==> config.mk <==
export PLATFORM = sky130hd
export DESIGN_NAME = pcu_program_counter
export DESIGN_NICKNAME = d
export VERILOG_FILES = /design/src/design/pcu_pkg.sv /design/src/design/pcu_program_counter.sv /design/src/design/pcu_target_calc.sv
export SDC_FILE = /design/constraint.sdc
export NUM_CORES = 1
export LEC_CHECK = 0
export BUFFER_PORTS_ARGS = -buffer_cell sky130_fd_sc_hd__buf_2
export CAP_MARGIN = 40
export CORE_MARGIN = 2
export CORE_UTILIZATION = 55
export CTS_CLUSTER_DIAMETER = 80
export DETAILED_ROUTE_END_ITERATION = 8
export PLACE_DENSITY = 0.8
export SYNTH_ARGS = -nofsm -noshare
export SYNTH_HDL_FRONTEND = slang
export SYNTH_HIERARCHICAL = 1
export SYNTH_SLANG_ARGS = --single-unit
==> constraint.sdc <==
create_clock -name ref_clk -period 6.3 [get_ports ref_clk]
set_input_delay 1.26 -clock ref_clk [delete_from_list [all_inputs] [get_ports ref_clk]]
set_output_delay 1.26 -clock ref_clk [all_outputs]
set_load 0.1 [all_outputs]
==> src/design/pcu_pkg.sv <==
package pcu_pkg;

  localparam int PC_W      = 15;
  localparam int LOW_W     = 8;
  localparam int HIGH_W    = 7;
  localparam int CALL_OP_W = 11;
  localparam int CALL_HI_W = 3;
  localparam int BRA_OFS_W = 9;

  localparam logic [14:0] PC_RESET    = 15'h0000;
  localparam logic [14:0] PC_STEP     = 15'h0001;
  localparam logic [6:0]  LATCH_RESET = 7'h00;

  // one operation per instruction cycle, as issued by the decoder
  typedef enum logic [2:0] {
    OP_NONE,
    OP_WRITE_LOW,
    OP_ADD_LOW,
    OP_CALL_ABS,
    OP_CALL_W,
    OP_BRANCH_W,
    OP_BRANCH_REL
  } pcu_op_t;

  typedef struct packed {
    pcu_op_t     op;
    logic [10:0] operand;
    logic [7:0]  w_val;
    logic [7:0]  wr_data;
    logic        latch_wr;
    logic [6:0]  latch_data;
  } pcu_cmd_t;

  typedef struct packed {
    logic [14:0] target;
    logic        load;
    logic        redirect;
    logic        is_call;
  } pcu_tgt_t;

  function automatic logic [14:0] pcu_sext_ofs(input logic [8:0] ofs);
    pcu_sext_ofs = {{6{ofs[8]}}, ofs};
  endfunction : pcu_sext_ofs

  function automatic logic [14:0] pcu_zext_w(input logic [7:0] w);
    pcu_zext_w = {7'h00, w};
  endfunction : pcu_zext_w

endpackage : pcu_pkg

==> src/design/pcu_program_counter.sv <==
`timescale 1ns/1ps

module pcu_program_counter
  import pcu_pkg::*;
#(
  parameter int PC_WIDTH  = PC_W,
  parameter int LOW_WIDTH = LOW_W,
  parameter int OFS_WIDTH = BRA_OFS_W
)
(
  input  wire logic        ref_clk,
  input  wire logic        sys_rst,
  input  wire pcu_cmd_t    cmd,
  input  wire logic        step_en,
  output logic [14:0]      fetch_addr,
  output logic [7:0]       pc_low_byte,
  output logic [14:0]      ret_addr,
  output logic             call_push,
  output logic             redirect
);

  // the command struct is built at fixed widths, so other sizes cannot be served
  if (PC_WIDTH != PC_W || LOW_WIDTH != LOW_W || OFS_WIDTH != BRA_OFS_W) begin : g_bad_width
    $error("pcu_program_counter: unsupported width parameter");
  end

  logic [14:0] pc_reg;
  logic [14:0] pc_next;
  logic [6:0]  latch_reg;
  logic [6:0]  latch_next;
  logic [14:0] ret_reg;
  logic [14:0] ret_next;
  logic        push_reg;
  logic        push_next;
  logic        redir_reg;
  logic        redir_next;
  pcu_tgt_t    tgt;

  pcu_target_calc u_target (
    .pc_cur    (pc_reg),
    .latch_cur (latch_reg),
    .cmd       (cmd),
    .step_en   (step_en),
    .tgt       (tgt)
  );

  // counter, return address and pipeline redirect
  always_comb begin
    pc_next    = pc_reg;
    ret_next   = ret_reg;
    push_next  = 1'b0;
    redir_next = 1'b0;
    if (tgt.load) begin
      pc_next = tgt.target;
    end
    if (tgt.is_call) begin
      // the return lands on the instruction after the call
      ret_next  = 15'(pc_reg + PC_STEP);
      push_next = 1'b1;
    end
    redir_next = tgt.redirect;
  end

  // the latch holds only what the decoder writes; the counter never feeds it back
  always_comb begin
    latch_next = latch_reg;
    if (cmd.latch_wr) begin
      latch_next = cmd.latch_data;
    end
  end

  always_ff @(posedge ref_clk) begin
    if (sys_rst) begin
      pc_reg    <= PC_RESET;
      latch_reg <= LATCH_RESET;
      ret_reg   <= PC_RESET;
      push_reg  <= 1'b0;
      redir_reg <= 1'b0;
    end else begin
      pc_reg    <= pc_next;
      latch_reg <= latch_next;
      ret_reg   <= ret_next;
      push_reg  <= push_next;
      redir_reg <= redir_next;
    end
  end

  assign fetch_addr  = pc_reg;
  assign pc_low_byte = pc_reg[7:0];
  assign ret_addr    = ret_reg;
  assign call_push   = push_reg;
  assign redirect    = redir_reg;
endmodule : pcu_program_counter

==> src/design/pcu_target_calc.sv <==
`timescale 1ns/1ps

module pcu_target_calc
  import pcu_pkg::*;
(
  input  wire logic [14:0] pc_cur,
  input  wire logic [6:0]  latch_cur,
  input  wire pcu_cmd_t    cmd,
  input  wire logic        step_en,
  output pcu_tgt_t         tgt
);

  logic [14:0] pc_inc;
  logic [7:0]  add_sum;

  // branches and the computed add both start from the already advanced address
  assign pc_inc  = 15'(pc_cur + PC_STEP);
  assign add_sum = 8'(pc_inc[7:0] + cmd.w_val);

  always_comb begin
    tgt = '{target: pc_cur, load: 1'b0, redirect: 1'b0, is_call: 1'b0};
    unique case (cmd.op)
      OP_NONE: begin
        if (step_en) begin
          tgt.target = pc_inc;
          tgt.load   = 1'b1;
        end
      end
      OP_WRITE_LOW: begin
        tgt.target   = {latch_cur, cmd.wr_data};
        tgt.load     = 1'b1;
        tgt.redirect = 1'b1;
      end
      OP_ADD_LOW: begin
        // only the low byte moves: tables across a 256 block need the latch preset
        tgt.target   = {latch_cur, add_sum};
        tgt.load     = 1'b1;
        tgt.redirect = 1'b1;
      end
      OP_CALL_ABS: begin
        tgt.target   = {latch_cur[6:3], cmd.operand};
        tgt.load     = 1'b1;
        tgt.redirect = 1'b1;
        tgt.is_call  = 1'b1;
      end
      OP_CALL_W: begin
        tgt.target   = {latch_cur, cmd.w_val};
        tgt.load     = 1'b1;
        tgt.redirect = 1'b1;
        tgt.is_call  = 1'b1;
      end
      OP_BRANCH_W: begin
        tgt.target   = 15'(pc_inc + pcu_zext_w(cmd.w_val));
        tgt.load     = 1'b1;
        tgt.redirect = 1'b1;
      end
      OP_BRANCH_REL: begin
        tgt.target   = 15'(pc_inc + pcu_sext_ofs(cmd.operand[8:0]));
        tgt.load     = 1'b1;
        tgt.redirect = 1'b1;
      end
      default: begin
        tgt.target = pc_cur;
      end
    endcase
  end

endmodule : pcu_target_calc

==> results of run 1 <==
[through the flow]
step                      worst slack (ns)  cell area [um2]  utilization (%)  hold slack (ns)
after floorplan                       1.99             4060                -            0.453
after global placement                1.58             4400             61.0            0.468
after detailed placement              1.44             4420             61.2            0.474
after CTS                             1.76             4530             62.8            0.487
after global routing                  1.56             4530             62.8            0.505
final                                 1.73             4530             62.8            0.483
[cells by family (layout without fill, tap and decap cells)]
| logic type | count (synthesis) | after routing | share of synthesized area [%] |
|---|---|---|---|
| AOI/OAI and AO/OA | 140 | 140 | 24.8 |
| xor gates and xnor gates | 34 | 34 | 7.34 |
| adders and majority gates | 25 | 25 | 8.08 |
| buffers and inverters | 54 | 107 | 6.11 |
| DFF | 39 | 39 | 19.2 |
| muxes | 38 | 38 | 9.77 |
| and+or+nand+nor | 184 | 184 | 24.6 |
[synth_stat cells, drive strengths merged, types with 3 or more instances]
master,count,share of area [%]
nor2,63,5.8
dfxtp,39,19
nand2,36,3.3
a21oi,32,4.0
mux2i,25,6.2
ha,23,7.1
o21ai,23,2.8
xnor2,23,5.0
buf,21,3.1
inv,18,1.7
clkbuf,15,1.4
nand3,14,2.2
mux2,13,3.6
a221oi,12,2.6
xor2,11,2.4
nand4,10,2.6
nor2b,9,1.4
nor3,9,1.5
a211oi,7,1.3
a21o,7,1.3
a311oi,7,1.5
and3,6,0.93
or3,6,0.93
a22oi,5,0.93
and2,5,0.77
nor4,5,1.3
o22ai,5,0.92
o31ai,5,0.93
nand2b,4,0.62
nor3b,4,0.86
a2111oi,3,0.71
a221o,3,0.74
a22o,3,0.65
a31oi,3,0.46
and4,3,0.65
nand3b,3,0.56
o2bb2ai,3,0.65
o311ai,3,0.65
or2,3,0.46
[routing by layer]
| metal | vias up | share of wire, % | routed length (um) | GRT usage (%) |
|---|---|---|---|---|
| met3 | 23 | 8.4 | 1000 | 4.36 |
| li1 | 2017 | - | - | - |
| met1 | 1973 | 43 | 5140 | 38.1 |
| met4 | 0 | 2.2 | 259 | 8.33 |
| met2 | 223 | 46 | 5460 | 47.9 |
| met5 | - | 0 | 0 | 0 |
[worst min path at each step]
stage | endpoint | depth (start not counted) | slack, ns
2_1_floorplan | latch_reg[0]$_SDFFE_PP0P_ | 2 | 0.45
3_3_place_gp | ret_addr[0]$_SDFFE_PP0P_ | 2 | 0.47
3_5_place_dp | ret_addr[10]$_SDFFE_PP0P_ | 2 | 0.47
4_1_cts | ret_addr[10]$_SDFFE_PP0P_ | 2 | 0.49
5_1_grt | ret_addr[4]$_SDFFE_PP0P_ | 2 | 0.50
6_report | ret_addr[10]$_SDFFE_PP0P_ | 2 | 0.48
[cell type report]
cell class | count | area [um2] | share of cell area, %
multi-input cells | 421 | 3030 | 66.9
flip-flops and latches | 39 | 781 | 17.2
repair buffers | 81 | 415 | 9.17
well taps | 99 | 124 | 2.73
clock buffers | 5 | 68.8 | 1.52
inverters | 18 | 67.6 | 1.49
clock inverters | 3 | 43.8 | 0.967
[worst min-delay path: stages (launching register included)]
cell and delay [ns]:
dfxtp_1 0.31, nor2_1 0.08, a311oi_1 0.05
[power by group]
group          leakage (nW)  switching [mW]  internal (mW)  total [mW]
Clock                0.0581          0.0958          0.118       0.214
Sequential            0.321          0.0524          0.267       0.320
Combinational          1.65           0.370          0.153       0.524
==> qor.txt, run 1 <==
status -> completed
H-tree depth -> 2
CTS resizes -> 0
CP Launch Type -> input pin
CTS tree -> built
P per Cell Area -> 233 nW/um2
LEAKAGE -> 2.03 nW
worst reg-to-reg setup slack -> 2.71 ns
DP HPWL -> 8810 um
Max rail drop VDD -> 109 uV
register area share after synthesis -> 19.2%
total number of yosys warnings -> 6
FF-to-FF Start -> fetch_addr[0]$_SDFFE_PP0P_
Worst Reg2Reg Path Length in Cells -> 12
Crit Path Class -> in2reg
crit path time final -> 4.57 ns
Seq cells post-synth -> 39
total power -> 1.06 mW
end of the worst register-to-register path -> fetch_addr[14]$_SDFFE_PP0P_
final hold vios -> 0
row count -> 31
worst endpoint data arrival time -> 4.73 ns
Area Overhead vs Synth -> 11.6%
Top delay family on crit path -> compound AO/OA/AOI/OAI gates
io pins -> 81
Initial Util -> 56.2%
clock root buffer -> clkbuf_8
first-pass GRT wire length -> 19200 um
routed vias/inst -> 6.36
CP Cell Sequence -> buf_2 -> nand3b_1 -> mux2_2 -> ha_1 -> fa_1 -> a21o_1 -> a221o_1 -> a21oi_2 -> o211ai_4 -> a211oi_1 -> nor3b_2 -> mux2i_1 -> nor2_1
slowest CP cell -> nand3b_1
overall die width -> 89.9 um
period utilization -> 72.5%
port bufs -> 80
initial antenna violation count -> 0
Fin Clk Skew -> 0.0102 ns
Final Max Tran Viols -> 0
unrepaired setup endpoints after global routing -> false
Post-synth ARST share -> 0%
most common cell after layout, fill and taps aside -> buf_2
crit end category -> flip-flop
vias in the first global route -> 3849
fill count -> 659
relative slew slack -> 32.8%
Clk pin slew, worst setup/hold paths -> 0.09 ns
clk buf depth -> 2
worst stage delay on the critical path -> 0.51 ns
Post-synth EDFFs -> 0
first-pass iteration count of the detailed router -> 6
worst slew pin tran -> 1.00 ns
Worst Setup EP -> fetch_addr[14]$_SDFFE_PP0P_
drt drc -> 0
Hold WC Path Type -> reg2reg
Worst Path Max Fanout -> 23
syn_nets -> 580
final std cells w/o fill -> 666
Post-DRT Antenna Nets -> 0
post-synth cell types -> 73
total of max-cap violations -> 0
clk sink count -> 39
CTS hold repair buffers -> 0
largest net degree at the start of global routing -> 44
Critical path buffers and inverters -> 1
endpoints failing setup -> 0
grt total ovfl -> 0
die height -> 89.9 um
cell depth of the worst setup path -> 13
Antenna diodes -> 0
Fmax -> 0.219 GHz
Clock Latency Late Sink -> 0.30 ns
Main synth FF type -> dfxtp_1
placed insts -> 658
synthesized area per cell -> 7.89 um2
postcts setup bufs -> 0
commonest cells after routing, fill and taps aside -> buf_2, nor2_1, dfxtp_1, nand2_1, a21oi_1
total wire length -> 11900 um
core footprint -> 7210 um2
Tot GR Track Use -> 28.5%
DR iter-0 viols -> 509
Worst EP required -> 6.46 ns
synthesized cell area -> 4060 um2
fin nets -> 632
vias post-DR -> 4236
cells after synthesis -> 514
cts bufs inserted -> 5
Die ar. -> 8080 um2
Total Neg Setup Slack -> 0 ns
hold_sp -> ret_addr[10]$_SDFFE_PP0P_
routed len/inst -> 17.8 um
Critical Path Start -> cmd[37]
layout cells sized above 1 -> 21.5%
Placer Congestion -> 0.969
Power figures use the tool's default switching activity.
==> inputs of run 2 (changes only) <==
--- a/config.mk
+++ b/config.mk
@@ -5,6 +5,7 @@
 export SDC_FILE = /design/constraint.sdc
 export NUM_CORES = 1
 export LEC_CHECK = 0
+export ABC_AREA = 1
 export BUFFER_PORTS_ARGS = -buffer_cell sky130_fd_sc_hd__buf_2
 export CAP_MARGIN = 40
 export CORE_MARGIN = 2
==> constraint.sdc (replaced) <==
create_clock -name ref_clk -period 4.8 [get_ports ref_clk]
set_input_delay 0.96 -clock ref_clk [delete_from_list [all_inputs] [get_ports ref_clk]]
set_output_delay 0.96 -clock ref_clk [all_outputs]
set_load 0.1 [all_outputs]
==> run 2 against run 1 <==
Core utilization rose by 0.82 points. Critical path depth increased by 2. Cell area rose by 1.9%. Combinational power up 32%. Critical endpoint is now fetch_addr[13]$_SDFFE_PP0P_. Worst hold slack worse by 0.016 ns. Highest routed layer unchanged.
==> qor.txt, run 2 <==
Post-synth ARST share -> 0% (unchanged)
routed len/inst -> 15.0 um (-16%)
Main synth FF type -> dfxtp_1
port bufs -> 80 (unchanged)
CTS resizes -> 0 (unchanged)
synthesized cell area -> 4140 um2 (+2.1%)
status -> completed
xor and xnor area share after synthesis -> 3.17% (-4.2 points)
LEAKAGE -> 2.43 nW (+20%)
Post-DRT Antenna Nets -> 0 (unchanged)
Clock Latency Late Sink -> 0.29 ns (about the same)
Fmax -> 0.307 GHz
worst endpoint data arrival time -> 3.45 ns (-1.28 ns)
register area share after synthesis -> 18.9% (-0.39 points)
Die ar. -> 8240 um2 (+2.0%)
Post-synth EDFFs -> 0 (unchanged)
area share of the largest cell type after synthesis -> 18.9% (-0.39 points)
Compound-Gate Fraction of Synth Area -> 15.3% (-9.5 points)
post-synth cell types -> 45 (-38%)
routed vias/inst -> 5.49 (-14%)
crit end category -> flip-flop
top post-synthesis cells by area -> dfxtp_1, nand2_1, inv_1
vias in the first global route -> 4289 (+11%)
first-pass iteration count of the detailed router -> 5 (-1)
commonest cells after routing, fill and taps aside -> nand2_1, inv_1, buf_2, nor2_1, nand3_1
final hold vios -> 0 (unchanged)
Max rail drop VDD -> 273 uV (+150%)
DR iter-0 viols -> 446 (-12%)
DP HPWL -> 10200 um (+15%)
vias post-DR -> 4673 (+10%)
post-synthesis mux area share -> 0% (-9.8 points)
clock root buffer -> clkbuf_8
fin nets -> 818 (+29%)
layout cells sized above 1 -> 19.5% (-2.0 points)
H-tree depth -> 2 (unchanged)
placed insts -> 844 (+28%)
Final Max Tran Viols -> 0 (unchanged)
drt drc -> 0 (unchanged)
Worst EP required -> 5.00 ns (-1.46 ns)
worst slew pin tran -> 0.857 ns (-0.147 ns)
endpoints failing setup -> 0 (unchanged)
leading area contributor after synthesis -> dfxtp_1
cells after synthesis -> 686 (+33%)
most common cell in the netlist -> nand2_1
syn_nets -> 752 (+30%)
CP Cell Sequence -> ha_1 -> nand3_2 -> nor2_4 -> xor2_1 -> ha_1 -> a21o_1 -> nand2_1 -> nand2_1 -> a21oi_1 -> nand2_1 -> nand2_1 -> nand3_1 -> nand3_1 -> nor2_1 -> a211oi_1
Initial Util -> 57.1% (+0.85 points)
adder-cell share of the synthesized area -> 7.92% (-0.16 points)
Synth top cells by count -> nand2_1, inv_1, nor2_1
unrepaired setup endpoints after global routing -> false
Tot GR Track Use -> 31.3% (+2.7 points)
Total Neg Setup Slack -> 0 ns (unchanged)
Worst Path Max Fanout -> 11 (-52%)
clk buf depth -> 2 (unchanged)
relative slew slack -> 42.7% (+9.9 points)
clk sink count -> 39 (unchanged)
fin util -> 63.6% (+0.82 points)
CP Launch Type -> flip-flop
total number of yosys warnings -> 6 (unchanged)
Synth Area in Simple Gates -> 41.8% (+17 points)
CTS tree -> built
Clk pin slew, worst setup/hold paths -> 0.08 ns (about the same)
P per Cell Area -> 284 nW/um2 (+22%)
final std cells w/o fill -> 851 (+28%)
Antenna diodes -> 0 (unchanged)
Hold WC Path Type -> reg2reg
most common cell after layout, fill and taps aside -> nand2_1
fill count -> 752 (+14%)
grt total ovfl -> 0 (unchanged)
first-pass GRT wire length -> 20900 um (+9.3%)
Fin Clk Skew -> 0.00355 ns (-0.00661 ns)
Seq cells post-synth -> 39 (unchanged)
worst stage delay on the critical path -> 0.59 ns (+0.08 ns)
largest net degree at the start of global routing -> 40 (-9.1%)
overall die width -> 90.8 um (+0.98%)
cell mode on critical path -> nand2_1
Placer Congestion -> 0.925 (-4.6%)
synthesized area per cell -> 6.04 um2 (-24%)
Area Overhead vs Synth -> 11.4%
total wire length -> 12700 um (+7.4%)
crit path time final -> 3.26 ns
total of max-cap violations -> 0 (unchanged)
row count -> 31 (unchanged)
postcts setup bufs -> 0 (unchanged)
core footprint -> 7250 um2 (+0.54%)
initial antenna violation count -> 0 (unchanged)
die height -> 90.8 um (+0.98%)
CTS hold repair buffers -> 0 (unchanged)
period utilization -> 67.8%
largest family of logic cells by synthesized area -> simple AND/OR/NAND/NOR gates
slowest CP cell -> dfxtp_1
io pins -> 81 (unchanged)
cts bufs inserted -> 5 (unchanged)
Crit Path Class -> reg2reg
-- run 2: changes by cell type after synthesis, moves of 9 or more --
| cell | previous run | this run |
|---|---|---|
| nand2_1 | 36 | 192 |
| inv_1 | 15 | 88 |
| nand3_1 | 12 | 52 |
| mux2i_1 | 25 | 0 |
| xnor2_1 | 23 | 2 |
| inv_2 | 3 | 17 |
| mux2_2 | 13 | 0 |
| a221oi_1 | 12 | 0 |
| buf_2 | 12 | 3 |
| clkbuf_1 | 15 | 6 |
| nand4_1 | 6 | 15 |
| nor2_2 | 0 | 9 |
| nor2b_1 | 9 | 0 |
-- run 2: per-stage QoR --
stage          area [um2]  hold WS [ns]  setup slack (ns)  power, mW
2_1_floorplan        4140         0.441              1.48      0.958
3_3_place_gp         4530         0.449              1.46       1.08
3_5_place_dp         4530         0.454              1.37       1.09
4_1_cts              4610         0.465              1.55       1.31
5_1_grt              4610         0.495              1.27       1.39
6_report             4610         0.466              1.54       1.31
-- run 2: path summary, 6_finish.rpt --
| path | from | end | slack [ns] | cells after the start |
|---|---|---|---|---|
| worst max-delay path | fetch_addr[0]$_SDFFE_PP0P_ | fetch_addr[13]$_SDFFE_PP0P_ | 1.54 | 15 |
| worst min-delay path | latch_reg[2]$_SDFFE_PP0P_ | latch_reg[2]$_SDFFE_PP0P_ | 0.47 | 2 |
| worst max register to register | fetch_addr[0]$_SDFFE_PP0P_ | fetch_addr[13]$_SDFFE_PP0P_ | 1.54 | 15 |
| worst min register to register | latch_reg[2]$_SDFFE_PP0P_ | latch_reg[2]$_SDFFE_PP0P_ | 0.47 | 2 |
-- run 2: layout make-up --
type	instances	area, um2	share of cell area (%)
Multi-Input combinational cell	520	2830	61.3
Clock inverter	2	13.8	0.298
Timing Repair Buffer	80	400	8.68
Inverter	106	398	8.62
Sequential cell	39	781	16.9
Clock buffer	5	68.8	1.49
Tap cell	99	124	2.69
-- run 2: worst max-delay path, delay by kind of cell, from the launching register on --
family	cells	cell delay, ns
compound gates	3	0.60
xor+xnor	1	0.41
fa+ha+maj	2	0.66
flops	1	0.59
simple gates	9	0.91
-- run 2: power by group --
group / switching, mW / internal, mW
logic: 0.521 / 0.172
clock network: 0.118 / 0.0994
registers: 0.0485 / 0.352
-- run 2: cell families after synthesis --
kind of cell    Yosys count
compound gates          103
xor+xnor                 15
fa+ha+maj                25
buf+inv                 127
flops                    39
simple gates            377
-- run 2: layer usage --
| layer | vias up | routed length, um | GRT usage [%] | share of wire (%) |
|---|---|---|---|---|
| met5 | - | 0 | 0 | 0 |
| met4 | 0 | 362 | 9.72 | 2.8 |
| met3 | 29 | 872 | 4.51 | 6.8 |
| met2 | 195 | 5770 | 50.6 | 45 |
| met1 | 2098 | 5730 | 43.0 | 45 |
| li1 | 2351 | - | - | - |
